File: src/flash_host_map.vh
// Register offsets, field positions, reset values and timing counts of the flash host controller.
`ifndef FLASH_HOST_MAP_VH
`define FLASH_HOST_MAP_VH
// Controller registers on the Avalon-MM slave (word index = byte address / 4).
`define REG_CTRL        4'h0
`define REG_ADDR        4'h1
`define REG_DATA        4'h2
`define REG_STATUS      4'h3
`define REG_RDDATA      4'h4
`define ADDR_W          4
// Order codes written to the control register.
`define OP_NONE         3'h0
`define OP_READ         3'h1
`define OP_WRITE        3'h2
`define OP_PROGRAM      3'h3
`define OP_ERASE        3'h4
`define OP_CLEAR        3'h5
`define OP_POWERDOWN    3'h6
`define OP_WAKE         3'h7
// Control register fields.
`define CTRL_OP_LSB     0
`define CTRL_OP_MSB     2
// Host status register fields.
`define ST_BUSY         0
`define ST_BLOCKED      1
`define ST_PWRDN        2
`define ST_ABORTED      3
`define ST_DEV_LSB      8
`define ST_DEV_MSB      15
// Device command bytes and status bits.
`define CMD_READ_ARRAY  8'hFF
`define CMD_READ_STATUS 8'h70
`define CMD_CLEAR       8'h50
`define CMD_PROG_SETUP  8'h40
`define CMD_ERASE_SETUP 8'h20
`define CMD_ERASE_CONF  8'hD0
`define DEV_STATUS_RST  8'h80
`define SR_READY        7
`define SR_ERASE_ERR    5
`define SR_PROG_ERR     4
`define SR_SUPPLY_LOW   3
// Timing in ns and derived cycle counts at 200 MHz.
`define CLK_NS          5
`define T_ACCESS_NS     150
`define T_WAKE_NS       600
`define T_WE_NS         60
`define T_ACCESS_CYC    ((`T_ACCESS_NS + `CLK_NS - 1) / `CLK_NS)
`define T_WAKE_CYC      ((`T_WAKE_NS + `CLK_NS - 1) / `CLK_NS)
`define T_WE_CYC        ((`T_WE_NS + `CLK_NS - 1) / `CLK_NS)
`endif

File: src/flash_host_ctrl.v
// Host controller that sequences commands, status and power-down on a byte-wide boot flash.
`timescale 1ns/1ps
// Notes on behaviour
// - Supply-low flag blocks program until clear
// - Repeat full sequence after an abort
// - Write read-array before reading array again
// - First access after wake waits wake delay
`include "flash_host_map.vh"
module flash_host_ctrl #(
  parameter WAKE_CYC   = `T_WAKE_CYC,
  parameter ACCESS_CYC = `T_ACCESS_CYC,
  parameter WE_CYC     = `T_WE_CYC
) (
  // Clock and reset.
  input  wire        clk_i,
  input  wire        reset_i,
  // Avalon-MM slave.
  input  wire [3:0]  avs_address_i,
  input  wire        avs_read_i,
  input  wire        avs_write_i,
  input  wire [31:0] avs_writedata_i,
  output reg  [31:0] avs_readdata_o,
  output wire        avs_waitrequest_o,
  // Flash pins.
  output reg  [16:0] flash_addr_o,
  input  wire [7:0]  flash_dq_i,
  output reg  [7:0]  flash_dq_o,
  output reg         flash_dq_oe_o,
  output reg         flash_ce_n_o,
  output reg         flash_oe_n_o,
  output reg         flash_we_n_o,
  output reg         powerdown_reset_pin_n_o
);
  // Sequencer states.
  localparam S_IDLE  = 3'd0;
  localparam S_WR    = 3'd1;
  localparam S_WGAP  = 3'd2;
  localparam S_RD    = 3'd3;
  localparam S_RGAP  = 3'd4;
  localparam S_POLL  = 3'd5;
  localparam S_WAKE  = 3'd6;
  localparam S_DONE  = 3'd7;
  reg [2:0]  state;
  reg [2:0]  op;
  reg [1:0]  step;
  reg [9:0]  cnt;
  reg [16:0] addr_reg;
  reg [7:0]  data_reg;
  reg [7:0]  dev_status;
  reg [7:0]  rd_data;
  reg        blocked;
  reg        aborted;
  reg        wake_pend;
  reg        ack;
  wire       busy = (state != S_IDLE);
  wire       bus_hit = avs_read_i | avs_write_i;
  // Register writes answer at once; reads take one cycle so the data comes from a flop.
  assign avs_waitrequest_o = avs_read_i & ~ack;
  always @(posedge clk_i) begin
    if (reset_i) begin
      ack            <= 1'b0;
      avs_readdata_o <= 32'h0000_0000;
    end else begin
      ack <= avs_read_i & ~ack;
      case (avs_address_i)
        `REG_ADDR:   avs_readdata_o <= {15'h0000, addr_reg};
        `REG_DATA:   avs_readdata_o <= {24'h00_0000, data_reg};
        `REG_STATUS: avs_readdata_o <= {16'h0000, dev_status, 4'h0, aborted,
                                        ~powerdown_reset_pin_n_o, blocked, busy};
        `REG_RDDATA: avs_readdata_o <= {24'h00_0000, rd_data};
        default:     avs_readdata_o <= 32'h0000_0000;
      endcase
    end
  end
  // Main sequencer: one order in flight, new orders while busy are dropped except power-down.
  always @(posedge clk_i) begin
    if (reset_i) begin
      state                   <= S_IDLE;
      op                      <= `OP_NONE;
      step                    <= 2'd0;
      cnt                     <= 10'd0;
      addr_reg                <= 17'h0_0000;
      data_reg                <= 8'h00;
      dev_status              <= `DEV_STATUS_RST;
      rd_data                 <= 8'h00;
      blocked                 <= 1'b0;
      aborted                 <= 1'b0;
      wake_pend               <= 1'b0;
      flash_addr_o            <= 17'h0_0000;
      flash_dq_o              <= 8'h00;
      flash_dq_oe_o           <= 1'b0;
      flash_ce_n_o            <= 1'b1;
      flash_oe_n_o            <= 1'b1;
      flash_we_n_o            <= 1'b1;
      powerdown_reset_pin_n_o <= 1'b0;
    end else begin
      // Address and data capture and power-down are handled outside the sequencer case.
      if (avs_write_i && avs_address_i == `REG_ADDR && !busy)
        addr_reg <= avs_writedata_i[16:0];
      if (avs_write_i && avs_address_i == `REG_DATA && !busy)
        data_reg <= avs_writedata_i[7:0];
      if (avs_write_i && avs_address_i == `REG_CTRL &&
          avs_writedata_i[`CTRL_OP_MSB:`CTRL_OP_LSB] == `OP_POWERDOWN) begin
        // Pulling the pin low aborts any running operation; status resets to 80H.
        powerdown_reset_pin_n_o <= 1'b0;
        if (state == S_POLL)
          aborted <= 1'b1;
        dev_status    <= `DEV_STATUS_RST;
        state         <= S_IDLE;
        flash_ce_n_o  <= 1'b1;
        flash_oe_n_o  <= 1'b1;
        flash_we_n_o  <= 1'b1;
        flash_dq_oe_o <= 1'b0;
      end else begin
        case (state)
          S_IDLE: begin
            if (avs_write_i && avs_address_i == `REG_CTRL) begin
              op   <= avs_writedata_i[`CTRL_OP_MSB:`CTRL_OP_LSB];
              step <= 2'd0;
              case (avs_writedata_i[`CTRL_OP_MSB:`CTRL_OP_LSB])
                `OP_WAKE: begin
                  // Wake delay is counted before the first access is allowed.
                  powerdown_reset_pin_n_o <= 1'b1;
                  wake_pend               <= 1'b1;
                  cnt                     <= 10'd0;
                  state                   <= S_WAKE;
                end
                `OP_PROGRAM, `OP_ERASE: begin
                  // A pending supply-low block refuses new attempts until cleared.
                  if (blocked || !powerdown_reset_pin_n_o) begin
                    state <= S_IDLE;
                  end else begin
                    aborted <= 1'b0;
                    state   <= S_WR;
                    cnt     <= 10'd0;
                  end
                end
                `OP_READ, `OP_WRITE, `OP_CLEAR: begin
                  // Pin low disables the device, so nothing is driven then.
                  if (powerdown_reset_pin_n_o) begin
                    // A read first writes read-array, so a latch left in another mode cannot hide the array.
                    state <= S_WR;
                    cnt   <= 10'd0;
                  end
                end
                default: state <= S_IDLE;
              endcase
            end
          end
          S_WAKE: begin
            cnt <= cnt + 10'd1;
            if (cnt >= WAKE_CYC[9:0] - 10'd1) begin
              // After wake the latch holds read-array and status is 80H.
              wake_pend  <= 1'b0;
              dev_status <= `DEV_STATUS_RST;
              state      <= S_IDLE;
            end
          end
          S_WR: begin
            // Both select and write strobe go low together for a command write.
            flash_ce_n_o  <= 1'b0;
            flash_we_n_o  <= 1'b0;
            flash_dq_oe_o <= 1'b1;
            flash_addr_o  <= addr_reg;
            case (op)
              `OP_PROGRAM: flash_dq_o <= (step == 2'd0) ? `CMD_PROG_SETUP : data_reg;
              `OP_ERASE:   flash_dq_o <= (step == 2'd0) ? `CMD_ERASE_SETUP : `CMD_ERASE_CONF;
              `OP_CLEAR:   flash_dq_o <= (step == 2'd0) ? `CMD_CLEAR : `CMD_READ_ARRAY;
              `OP_READ:    flash_dq_o <= `CMD_READ_ARRAY;
              default:     flash_dq_o <= data_reg;
            endcase
            cnt <= cnt + 10'd1;
            if (cnt >= WE_CYC[9:0]) begin
              flash_we_n_o <= 1'b1;
              flash_ce_n_o <= 1'b1;
              cnt          <= 10'd0;
              state        <= S_WGAP;
            end
          end
          S_WGAP: begin
            flash_dq_oe_o <= 1'b0;
            step          <= step + 2'd1;
            cnt           <= 10'd0;
            case (op)
              // Setup then confirm is needed before the array can change.
              `OP_PROGRAM, `OP_ERASE: state <= (step == 2'd0) ? S_WR : S_POLL;
              // Clear zeroes the error flags, then read-array is restored.
              `OP_CLEAR: begin
                if (step == 2'd0) begin
                  dev_status[`SR_SUPPLY_LOW] <= 1'b0;
                  dev_status[`SR_PROG_ERR]   <= 1'b0;
                  dev_status[`SR_ERASE_ERR]  <= 1'b0;
                  blocked                    <= 1'b0;
                  state                      <= S_WR;
                end else begin
                  state <= S_DONE;
                end
              end
              // Array read always follows a read-array command write.
              `OP_READ: state <= S_RD;
              default:  state <= S_DONE;
            endcase
          end
          S_RD, S_POLL: begin
            // Read cycle; poll reads status after a program or erase.
            flash_ce_n_o <= 1'b0;
            flash_oe_n_o <= 1'b0;
            flash_addr_o <= addr_reg;
            cnt          <= cnt + 10'd1;
            if (cnt >= ACCESS_CYC[9:0]) begin
              flash_ce_n_o <= 1'b1;
              flash_oe_n_o <= 1'b1;
              cnt          <= 10'd0;
              if (state == S_RD) begin
                rd_data <= flash_dq_i;
                state   <= S_DONE;
              end else begin
                dev_status <= flash_dq_i;
                if (flash_dq_i[`SR_READY]) begin
                  // Supply-low blocks further attempts; errors just stand.
                  blocked <= flash_dq_i[`SR_SUPPLY_LOW];
                  // Leave the latch in read-array mode for the next read.
                  op    <= `OP_READ;
                  step  <= 2'd0;
                  state <= S_RGAP;
                end
              end
            end
          end
          S_RGAP: begin
            state <= S_WR;
            // An aborted job needs its full sequence repeated by software.
          end
          default: begin
            flash_dq_oe_o <= 1'b0;
            state         <= S_IDLE;
          end
        endcase
      end
    end
  end
endmodule

File: config.mk
export PLATFORM = sky130hd
export DESIGN_NAME = flash_host_ctrl
export DESIGN_NICKNAME = d
export VERILOG_FILES = /design/src/flash_host_ctrl.v
export VERILOG_INCLUDE_DIRS = /design/src /design/src/src
export SDC_FILE = /design/constraint.sdc
export NUM_CORES = 1
export LEC_CHECK = 0
export ABC_AREA = 1
export BUFFER_PORTS_ARGS = -buffer_cell sky130_fd_sc_hd__clkbuf_2
export CAP_MARGIN = 20
export CORE_MARGIN = 2
export CORE_UTILIZATION = 42
export DETAILED_ROUTE_END_ITERATION = 16
export SLEW_MARGIN = 10
export SYNTH_ARGS = -nofsm -noshare
export SYNTH_HDL_FRONTEND = slang
export SYNTH_SLANG_ARGS = --single-unit
export TNS_END_PERCENT = 50
File: constraint.sdc
create_clock -name clk_i -period 1.68 [get_ports clk_i]
set_input_delay 0.336 -clock clk_i [delete_from_list [all_inputs] [get_ports clk_i]]
set_output_delay 0.336 -clock clk_i [all_outputs]
set_load 0.03 [all_outputs]
# Word level (Yosys, flattened, before mapping)
# Cells that the tools add are included.
dict set report op_classes {
  bitwise 4
  reduce_logical 42
  order_cmp 3
  eq_ne 35
  addsub 2
  n_mux 59
}
# cell n
set ops {}
lappend ops {{17-bit one-hot mux with 4 select lines} 1}
lappend ops {{10-bit two-way mux} 5}
lappend ops {{10-bit one-hot mux with 5 select lines} 1}
lappend ops {{8-bit two-way mux} 6}
lappend ops {{3-bit two-way mux} 15}
lappend ops {{8-bit one-hot mux with 4 select lines} 1}
lappend ops {{10-bit one-hot mux with 3 select lines} 1}
lappend ops {{6-bit AND reduction} 5}
lappend ops {{3-bit equality test (second input constant)} 9}
lappend ops {{3-bit one-hot mux with 3 select lines} 3}
lappend ops {{3-bit one-hot mux with 6 select lines} 1}
lappend ops {{2-bit != test (second input constant)} 8}
lappend ops {{3-bit by 2-bit equality test with 1-bit output (second input constant)} 5}
lappend ops {{1-bit two-way mux} 14}
lappend ops {{2-bit nonzero test} 7}
lappend ops {{3-bit one-hot mux with 2 select lines} 2}
lappend ops {{10-bit by 1-bit adder with 10-bit output (second input constant)} 1}
lappend ops {{10-bit by 4-bit greater-or-equal comparator with 1-bit output (second input constant)} 1}
lappend ops {{10-bit by 5-bit greater-or-equal comparator with 1-bit output (second input constant)} 1}
lappend ops {{10-bit by 7-bit greater-or-equal comparator with 1-bit output (second input constant)} 1}
lappend ops {{3-bit by 1-bit equality test with 1-bit output (second input constant)} 3}
lappend ops {{3-bit != test (second input constant)} 3}
lappend ops {{3-bit nonzero test} 3}
lappend ops {{4-bit by 2-bit equality test with 1-bit output (second input constant)} 2}
lappend ops {{26 further kinds} 46}
dict set report totals {
  output_inout_bits 63
  wordCells 165
  reg_bits 124
  in_bits 48
}

# Logic depth before layout (Yosys ltp)
# Gate-level depths: netlist (run 1).
dict set report logic_depth {
  ltp_word 7
  ltp_mapped 12
  ltp_nobuf 11
}

# Least setup slack after synthesis (run 1)
# OpenSTA, ideal clock, no wires.
dict set report synth_timing {
  kind {input to register}
  start {input avs_address_i[0]}
  end {register flash_addr_o[0]}
  arrival_time_ns 1.400
  n_path_buf 2
  required_time_ns 1.552
  setup_time_ns 0.128
  setup_slack_ns 0.151
  stages 8
  path_cell_list {buf_2 nor2_1 nand3_2 nor2_4 nor2_2 clkbuf_1 o21ai_0 a21oi_1}
}
dict set report synth_between {
  elab_chain_len 5
}
# item line
set synth_rtl {}
lappend synth_rtl {{from (decl)} flash_host_ctrl.v:18} ;# input wire [3:0] avs_address_i,
lappend synth_rtl {{4-bit logical NOT (no line)} -}
lappend synth_rtl {{1-bit logical AND (no line) (2 in series)} -}
lappend synth_rtl {{1-bit NOT (no line)} -}
lappend synth_rtl {{2-bit AND reduction (no line)} -}
lappend synth_rtl {{to (signal assigned)} flash_host_ctrl.v:164} ;# flash_addr_o <= addr_reg;
lappend synth_rtl {{to (signal assigned)} flash_host_ctrl.v:208} ;# flash_addr_o <= addr_reg;
lappend synth_rtl {{to (decl)} flash_host_ctrl.v:25} ;# output reg [16:0] flash_addr_o,
# Every way passes these cells.
# A chain may end at the register's enable or synchronous reset.

# Final worst setup path (run 1)
dict set report layout_timing {
  start {register state[2]}
  end {register dev_status[0]}
}
dict set report layout_between {
  elab_chain_len 4
  elab_cells_between_ends 10
  classes_between {eq/ne (6); mux (1); reduce/logical (3)}
}
# item line
set layout_rtl {}
lappend layout_rtl {{from (decl)} flash_host_ctrl.v:43} ;# reg [2:0] state;
lappend layout_rtl {{from (signal assigned)} flash_host_ctrl.v:186} ;# `OP_PROGRAM, `OP_ERASE: state <= (step == 2'd0) ? S_WR : S_POLL;
lappend layout_rtl {{3-bit equality test or 3-bit by 2-bit equality test with 1-bit output (tied branches)} {flash_host_ctrl.v:115, flash_host_ctrl.v:214}}
lappend layout_rtl {{2-bit OR reduction} -}
lappend layout_rtl {{2-bit != test (no line) or 2-bit nonzero test (tied branches)} -}
lappend layout_rtl {{4-bit AND reduction (no line)} -}
lappend layout_rtl {{to (signal assigned)} flash_host_ctrl.v:84} ;# dev_status <= `DEV_STATUS_RST;
lappend layout_rtl {{to (signal assigned)} flash_host_ctrl.v:108} ;# dev_status <= `DEV_STATUS_RST;
lappend layout_rtl {{to (signal assigned)} flash_host_ctrl.v:155} ;# dev_status <= `DEV_STATUS_RST;
lappend layout_rtl {{to (decl)} flash_host_ctrl.v:49} ;# reg [7:0] dev_status;
# Several ways; a longest one is shown, not always the timed one.

==> results of run 1 <==
## stage by stage
step                setup slack, ns  hold slack, ns
CTS                          0.0183           0.184
detailed placement          -0.0386           0.412
floorplan                     0.151           0.397
finish                       0.0794           0.193
global placement            -0.0329           0.404
global route               -0.00730           0.237
## cell usage in the layout, fill, tap and decap left out, types with 3 or more instances in the layout
| cell type | synthesis | final |
|---|---|---|
| nand3_1 | 58 | 58 |
| nor2_1 | 72 | 66 |
| o22ai_1 | 11 | 11 |
| o21ai_0 | 74 | 71 |
| buf_4 | 17 | 44 |
| nand2_1 | 133 | 131 |
| nand2_4 | 5 | 6 |
| inv_1 | 88 | 87 |
| clkbuf_2 | 0 | 80 |
| nor3_1 | 4 | 4 |
| conb_1 | 1 | 15 |
| inv_2 | 4 | 4 |
| buf_12 | 1 | 6 |
| dfxtp_1 | 109 | 105 |
| nand2_2 | 8 | 9 |
| nand3_2 | 3 | 3 |
| nor2_2 | 7 | 12 |
| nand4_1 | 8 | 8 |
| o21ai_1 | 1 | 4 |
| clkbuf_16 | 0 | 9 |
| o211ai_1 | 5 | 5 |
| a21oi_1 | 88 | 87 |
| nor2_4 | 4 | 5 |
## synthesized netlist by cell type, types with 2 or more instances
| cell | instances |
|---|---|
| o21ai_0 | 74 |
| clkbuf_1 | 13 |
| nand2_4 | 5 |
| buf_6 | 2 |
| nor2_1 | 72 |
| o211ai_1 | 5 |
| inv_2 | 4 |
| nand2_2 | 8 |
| buf_2 | 7 |
| nor2_2 | 7 |
| nor2_4 | 4 |
| a21oi_1 | 88 |
| inv_1 | 88 |
| nand3_2 | 3 |
| o221ai_1 | 2 |
| nand2_1 | 133 |
| nor3_4 | 2 |
| nor3_1 | 4 |
| dfxtp_1 | 109 |
| nand3_1 | 58 |
| nand3b_1 | 2 |
| buf_4 | 17 |
| ha_1 | 3 |
| nand4_1 | 8 |
| o22ai_1 | 11 |
## cells by family after synthesis
logic type	share of synthesized area [%]
AND/OR/NAND/NOR	27.6
AO/OA/AOI/OAI	18.5
buffers and inverters	11.6
flip-flops	41.6
adder cells (fa/ha/maj)	0.715
other	0.0714
## worst max-delay path: stages (launching register included)
cell     delay, ns
dfxtp_2       0.34
buf_4         0.15
nand3_1       0.17
nand2_4       0.10
nand3_4       0.13
nand2_2       0.09
nor2_4        0.18
buf_12        0.13
nand3_1       0.09
a21oi_2       0.16
## power by group through the flow
stage | Sequential (W) | Clock, W | Combinational (W)
finish | 0.00277 | 0.00237 | 0.00114
global route | 0.00278 | 0.00252 | 0.00125
global placement | 0.00283 | 0 | 0.00111
detailed placement | 0.00283 | 0 | 0.00112
floorplan | 0.00298 | 0 | 0.000657
CTS | 0.00277 | 0.00243 | 0.00113
## final cells by class
| cell class | count | area, um2 | share of cell area (%) |
|---|---|---|---|
| Clock inverter | 6 | 105 | 1.62 |
| Timing Repair Buffer | 130 | 851 | 13.1 |
| Clock buffer | 10 | 229 | 3.53 |
| Inverter | 93 | 357 | 5.49 |
| Tap cell | 168 | 210 | 3.24 |
| Multi-Input combinational cell | 512 | 2550 | 39.2 |
| Sequential cell | 109 | 2190 | 33.8 |
## routing by layer
layer  part of all wire (%)  vias to the layer above  wire length (um)
li1                       -                     2626                 -
met1                     44                     2315              6250
met2                     49                      155              6950
met3                    5.4                       16               760
met4                    1.5                        0               212
met5                      0                        -                 0
## timing repair
item / 4_1_cts / 5_1_grt
gates resized for setup: 2 / 21
pin swaps: 0 / 3
hold buffers: 0 / 0
cloned: 0 / 0
endpoints found under the setup margin: 3 / 24
## worst paths after layout
path,to,slack (ns),depth (start not counted)
min,ack,0.19,3
min reg2reg,ack,0.42,1
max,dev_status[0],0.08,9
max reg2reg,dev_status[0],0.08,9
==> metrics.csv, run 1 <==
metric,value,unit
outcome,finished clean,
H-tree depth,3,
worst vdd rail ir drop,0.702,mV
die width,116,um
total power,0.00628,W
NumNets Final,906,
placed instance area,6110,um2
diode count,0,
Lkg Pwr,2.84,nW
WS Path Type,reg -> reg,
Fill cells,1238,
CTS sink cnt,109,
number of synthesized flops with an enable pin,0,
crit path from,state[2],
CP arrival,1.89,ns
"Data required, critical path",1.97,ns
Mapped Area,5250,um2
Sw Share,29.9,%
per-cell routed wire length,13.8,um
period utilization,95.3,%
first-pass GRT wire length,23200,um
clock skew,0.00669,ns
drt first pass iters,5,
area share of the largest cell type after synthesis,41.6,%
final core occ,53.6,%
clock share of power,37.8,%
via count,5112,
total wire length,14200,um
grt met1 use,27.9,%
"CTS clk-pin slew, worst paths",0.07,ns
cell-internal power,0.00440,W
pin count of the biggest net entering global routing,60,
Yosys reg bits,109,
fmax,625,MHz
share of cells above drive strength 1,23.0,%
HP Start,avs_read_i,
Slew Limit Fails,0,
"antenna viol nets, final",0,
"Async S/R FF share, synth",0,%
CTS root buffer,clkbuf_16,
die area,13400,um2
Mapped Cells,740,
cts bufs inserted,9,
"Hold Vio Cnt, Final",0,
Post-CTS Setup Inserts,0,
io pins,111,
Congestion Overflow GR,0,
initial antenna violation count,0,
DRC,0,
largest cells by area after synthesis,"dfxtp_1 42%, nand2_1 9.5%, a21oi_1 8.4%, o21ai_0 7.1%, inv_1 6.3%",
Max Buffers Root-to-Sink,2,
DRT iter0 DRCs,253,
crit path max fanout,7,
clk_lat worst skew,0.36,ns
r2r startpoint,state[2],
row count,40,
"Top FF cell, synth",dfxtp_1,
Total GRT Usage,22.1,%
Max Cap Violations,0,
Area Overhead vs Synth,23.7,%
"Seq/Total Area, Yosys",41.6,%
final count of negative-setup-slack endpoints,0,
hold crit path type,in -> reg,
GR Layer Usage met3,4.50,%
TritonCTS clock tree,done,
RSZ-0062 raised after global routing,true,
vias per cell,4.97,
"Distinct cells, synth",36,
dpl cells,1012,
Placer Congestion,0.885,
combinational share of power,18.1,%
fin crit period,1.60,ns
dpl hpwl,10700,um
"Design Area, Final",6490,um2
Ys Warns,0,
final non-filler cell total,1028,
Die Y,116,um
setup TNS,0,ns
number of global-route vias before repair,4823,
Initial Util,43.3,%
PortBufs,80,
Startpoint Class,flop,
"Most Used Layer, Global Route",met2,
pwr/cell area,967,nW/um2
switching power,0.00188,W
Worst setup EP type,flop,
Core Footprint,12100,um2
GR Layer Usage met2,37.8,%
sequential share of power,44.1,%
Synth area leader,dfxtp_1,
syn_area_per_cell,7.09,um2
(Power assumes the default switching activity.)
==> inputs of run 2 (changes only) <==
--- a/config.mk
+++ b/config.mk
@@ -12,6 +12,7 @@
 export CORE_MARGIN = 2
 export CORE_UTILIZATION = 42
 export DETAILED_ROUTE_END_ITERATION = 16
+export REMOVE_ABC_BUFFERS = 1
 export SLEW_MARGIN = 10
 export SYNTH_ARGS = -nofsm -noshare
 export SYNTH_HDL_FRONTEND = slang
==> run 2 against run 1 <==
Net effect: non-clock buffer count is 8 higher; register-to-register slack hardly changed; clock power is 16% lower; routed wire length is 3.1% higher; flip-flop and latch count stayed put; die area stayed put; critical path type unchanged; critical endpoint is now addr_reg[10].
==> metrics.csv, run 2 (synthesis gave the netlist of run 1 again) <==
metric,value,unit
Worst setup EP type,flop,
worst vdd rail ir drop,0.851,mV
fin crit period,1.61,ns
initial antenna violation count,0,
vias per cell,5.04,
HP Start,avs_read_i,
Placer Congestion,0.890,
period utilization,95.6,%
WHS,0.205,ns
R2R setup slack,0.07,ns
WL met3,745,um
Die Y,116,um
clock skew,0.00767,ns
number of global-route vias before repair,4722,
NumNets Final,915,
Post-Place Worst Slack,-0.0735,ns
CP arrival,1.85,ns
first-pass GRT wire length,22900,um
Critical R2R Capture,addr_reg[10],
pwr/cell area,920,nW/um2
die width,116,um
"commonest non-fill, non-tap cell in the layout",nand2_1,
Slew Limit Fails,0,
diode count,0,
"commonest non-fill, non-tap cells in the layout","130 x nand2_1, 106 x dfxtp_1, 88 x inv_1, 88 x a21oi_1, 80 x clkbuf_2",
setup TNS,0,ns
final non-filler cell total,1036,
Congestion Overflow GR,0,
dpl cells,1016,
outcome,finished clean,
pin count of the biggest net entering global routing,38,
met2 WL,6890,um
dpl hpwl,10800,um
per-cell routed wire length,14.1,um
Startpoint Class,flop,
PortBufs,80,
met1 wire length,6660,um
cell count of the worst reg-to-reg path,8,
CTS hold repair buffers,0,
hold crit path type,in -> reg,
cts bufs inserted,9,
clk_lat worst skew,0.35,ns
fmax,622,MHz
DRC,0,
"CTS clk-pin slew, worst paths",0.07,ns
Worst Hold Path EP,ack,
Max Cap Violations,0,
Initial Util,43.3,%
final core occ,53.4,%
CTS root buffer,clkbuf_16,
H-tree depth,3,
"Data required, critical path",1.92,ns
via count,5219,
"antenna viol nets, final",0,
CTS sink cnt,109,
Worst Hold Path Cells,3,
"Hold Vio Cnt, Final",0,
WS Path Type,reg -> reg,
share of cells above drive strength 1,23.3,%
Area Overhead vs Synth,23.1,%
Core Footprint,12100,um2
Max Used Layer,met4,
crit path max fanout,16,
row count,40,
Max Buffers Root-to-Sink,2,
r2r startpoint,state[1],
DRT iter0 DRCs,328,
Lkg Pwr,2.85,nW
RSZ-0062 raised after global routing,true,
setup ws final,0.0731,ns
die area,13400,um2
Total GRT Usage,22.0,%
final count of negative-setup-slack endpoints,0,
total wire length,14600,um
drt first pass iters,5,
TritonCTS clock tree,done,
io pins,111,
## run 2: changes by cell type in the layout (fill, tap and decap cells not counted), moves of 2 or more
cell | before | now
buf_12 | 6 | 2
bufinv_16 | 2 | 0
inv_6 | 2 | 4
dfxtp_2 | 2 | 0
nor2_1 | 66 | 69
o21ai_1 | 4 | 2
nand3_1 | 58 | 56
nor2_2 | 12 | 7
nor2_4 | 5 | 7
buf_4 | 44 | 56
## run 2: critical path: stages (launching register included)
cell     delay (ns)
dfxtp_4        0.38
buf_4          0.15
nor2_4         0.13
nand2_4        0.12
nor3_4         0.19
inv_1          0.08
buf_4          0.20
o21ai_0        0.18
a21oi_1        0.06
## run 2: worst max path at each step
stage,from,endpoint,slack [ns],depth (start not counted)
4_1_cts,state[2],dev_status[4],0.01,10
3_5_place_dp,state[1],cnt[9],-0.07,10
3_3_place_gp,state[1],dev_status[6],-0.02,9
2_1_floorplan,avs_address_i[2],addr_reg[10],-0.45,6
6_report,state[1],addr_reg[10],0.07,8
5_1_grt,step[0],blocked,-0.02,11
## run 2: timing repair
| item | CTS | global route |
|---|---|---|
| pin swaps | 0 | 6 |
| endpoints found under the hold margin | 0 | 0 |
| endpoints found under the setup margin | 21 | 37 |
| setup buffers | 0 | 4 |
| cloned | 0 | 1 |
| gates resized for setup | 3 | 21 |
## run 2: routing by layer
layer  track usage [%]  vias up
met5                 0        -
met4              6.98        0
met3              4.45       21
met2              36.3      142
met1              29.2     2419
li1                  -     2637
## run 2: where the power goes
group,leakage [nW],internal (W),switching [W],total (W)
clock network,0.131,0.00101,0.000968,0.00198
registers,0.884,0.00270,0.0000746,0.00277
logic,1.83,0.000384,0.000804,0.00119
## run 2: layout make-up
type	instances	area (um2)
flip-flops and latches	109	2190
clock inverters	4	31.3
inverters	93	357
well taps	168	210
fillers	1242	5650
repair buffers	138	861
multi-input cells	513	2580
clock buffers	11	233
## run 2: stage by stage
stage,total power (W),cell area [um2]
2_1_floorplan,0.00355,5050
3_3_place_gp,0.00394,6090
3_5_place_dp,0.00396,6090
4_1_cts,0.00595,6360
5_1_grt,0.00621,6460
6_report,0.00594,6460
==> inputs of run 3 (changes only) <==
--- a/config.mk
+++ b/config.mk
@@ -6,7 +6,6 @@
 export SDC_FILE = /design/constraint.sdc
 export NUM_CORES = 1
 export LEC_CHECK = 0
-export ABC_AREA = 1
 export BUFFER_PORTS_ARGS = -buffer_cell sky130_fd_sc_hd__clkbuf_2
 export CAP_MARGIN = 20
 export CORE_MARGIN = 2
==> run 3 against run 2 <==
Net effect: the flow now finishes with violations (negative setup slack); sequential power up 4%; via count decreased by 1.1%; count of clock-buffer cells in the layout is 1 lower; total power up 47%; clock power about the same; critical endpoint is now flash_addr_o[15]; largest cell class unchanged.
==> metrics.csv, run 3 <==
metric,value,unit
Total GRT Usage,22.7,%
period utilization,112,%
Max Cap Violations,0,
Area Overhead vs Synth,35.5,%
Placer Congestion,0.887,
compound-gate portion of the synthesized area,22.6,%
via count,5164,
total power,0.00872,W
Mapped Area,5150,um2
WS Path Type,in -> reg,
"Design Area, Final",6980,um2
"Hold Vio Cnt, Final",0,
worst vdd rail ir drop,0.898,mV
clock skew,0.00669,ns
"commonest non-fill, non-tap cells in the layout","103 x dfxtp_1, 95 x buf_4, 89 x nand2_1",
placed instance area,6270,um2
number of global-route vias before repair,4877,
CTS sink cnt,109,
CTS root buffer,clkbuf_16,
DRT iter0 DRCs,268,
"Data required, critical path",1.97,ns
Seq. cell area,2190,um2
CTS hold repair buffers,0,
die area,13200,um2
Yosys reg bits,109,
per-cell routed wire length,16.5,um
Ys Warns,0,
post-synthesis xor/xnor area fraction,0.680,%
syn_area_per_cell,8.21,um2
clk_lat worst skew,0.35,ns
vias per cell,5.48,
pwr/cell area,1250,nW/um2
Core Footprint,12000,um2
die width,115,um
H-tree depth,3,
"Seq/Total Area, Yosys",42.3,%
outcome,"finished, violations left",
dpl hpwl,11200,um
TritonCTS clock tree,done,
hold crit path type,in -> reg,
Post-Place Worst Slack,-0.558,ns
first-pass GRT wire length,23700,um
"commonest non-fill, non-tap cell in the layout",dfxtp_1,
Fill cells,1150,
initial antenna violation count,0,
Post-Synth Simple-Gate Area,23.2,%
top post-synthesis cells by count,"109 x dfxtp_1, 94 x nand2_1, 65 x a21oi_1",
NumNets Final,842,
diode count,0,
largest family of logic cells by synthesized area,simple AND/OR/NAND/NOR gates,
Worst setup EP type,flop,
RSZ-0062 raised after global routing,true,
"CTS clk-pin slew, worst paths",0.07,ns
cell with the most instances after synthesis,dfxtp_1,
final core occ,58.1,%
Die Y,115,um
"Async S/R FF share, synth",0,%
fin crit period,1.88,ns
Adder-Cell Fraction of Synth Area,0.728,%
"Distinct cells, synth",65,
final count of negative-setup-slack endpoints,63,
area share of the largest cell type after synthesis,42.3,%
pin count of the biggest net entering global routing,51,
cts bufs inserted,9,
row count,40,
mux share of post-synthesis cell area,3.11,%
Slew Limit Fails,0,
Max Buffers Root-to-Sink,2,
drt first pass iters,4,
Congestion Overflow GR,0,
setup ws final,-0.204,ns
Multi-input gate area,2910,um2
Initial Util,42.9,%
"Top FF cell, synth",dfxtp_1,
failing checks,negative setup slack,
total wire length,15600,um
crit path max fanout,8,
largest cells by area after synthesis,"dfxtp_1 42%, nand2_1 6.8%, a21oi_1 6.3%, nor2_1 4.1%, mux2i_1 3.1%",
Startpoint Class,input port,
fmax,531,MHz
Lkg Pwr,2.86,nW
CP arrival,2.17,ns
DRC,0,
number of synthesized flops with an enable pin,0,
PortBufs,80,
io pins,111,
"antenna viol nets, final",0,
share of cells above drive strength 1,34.7,%
Mapped Cells,628,
Synth area leader,dfxtp_1,
[run 3: cell type report]
cell class                 instances  share of cell area (%)
multi-input combinational        460                    41.7
sequential                       109                    31.4
timing repair buffer             192                    19.3
clock buffer                      10                    3.28
tap                              147                    2.63
inverter                          19                    1.02
clock inverter                     6                   0.645
[run 3: final timing paths]
kind                        from          endpoint  slack, ns  cells after the start
max             avs_address_i[3]  flash_addr_o[15]      -0.20                      7
min          avs_writedata_i[11]      addr_reg[11]       0.20                      3
max reg2reg               cnt[9]        rd_data[7]      -0.16                      6
min reg2reg      flash_addr_o[0]   flash_addr_o[0]       0.45                      2
[run 3: cells by family after synthesis]
kind of cell | count (synthesis)
buf+inv | 75
compound gates | 178
other cells | 1
xor+xnor | 4
simple gates | 242
fa+ha+maj | 3
mux | 16
flops | 109
[run 3: stage by stage]
| step | setup TNS [ns] | instances | hold WS, ns |
|---|---|---|---|
| 6_report | -8.64 | 943 | 0.201 |
| 5_1_grt | -11.35 | 943 | 0.197 |
| 4_1_cts | -7.24 | 929 | 0.188 |
| 3_5_place_dp | -31.46 | 911 | 0.445 |
| 3_3_place_gp | -30.40 | 911 | 0.443 |
| 2_1_floorplan | -28.68 | 586 | 0.398 |
[run 3: critical path: stages]
cell and delay [ns]:
buf_6 0.09, or4_4 0.57, or4_4 0.64, buf_6 0.16
nand2b_4 0.15, nand2_1 0.08, a21oi_1 0.13
[run 3: repair_timing]
action                                  in CTS  in global routing
cloned                                       1                  2
endpoints found under the setup margin      67                 89
buffers inserted                             1                 12
hold endpoints to repair                     0                  0
gates resized for setup                     30                 54
pin swaps                                   39                 29
[run 3: power by group]
part / internal, W / total (W) / switching [W]
sequential: 0.00274 / 0.00288 / 0.000142
combinational: 0.00176 / 0.00382 / 0.00206
clock: 0.00102 / 0.00201 / 0.000994
total: 0.00552 / 0.00872 / 0.00319
[run 3: layer usage]
| metal | wire [um] | part of all wire (%) | track usage [%] |
|---|---|---|---|
| met1 | 6790 | 44 | 27.8 |
| met2 | 7540 | 48 | 40.1 |
| met3 | 826 | 5.3 | 3.74 |
| met4 | 396 | 2.5 | 8.76 |
| met5 | 0 | 0 | 0 |
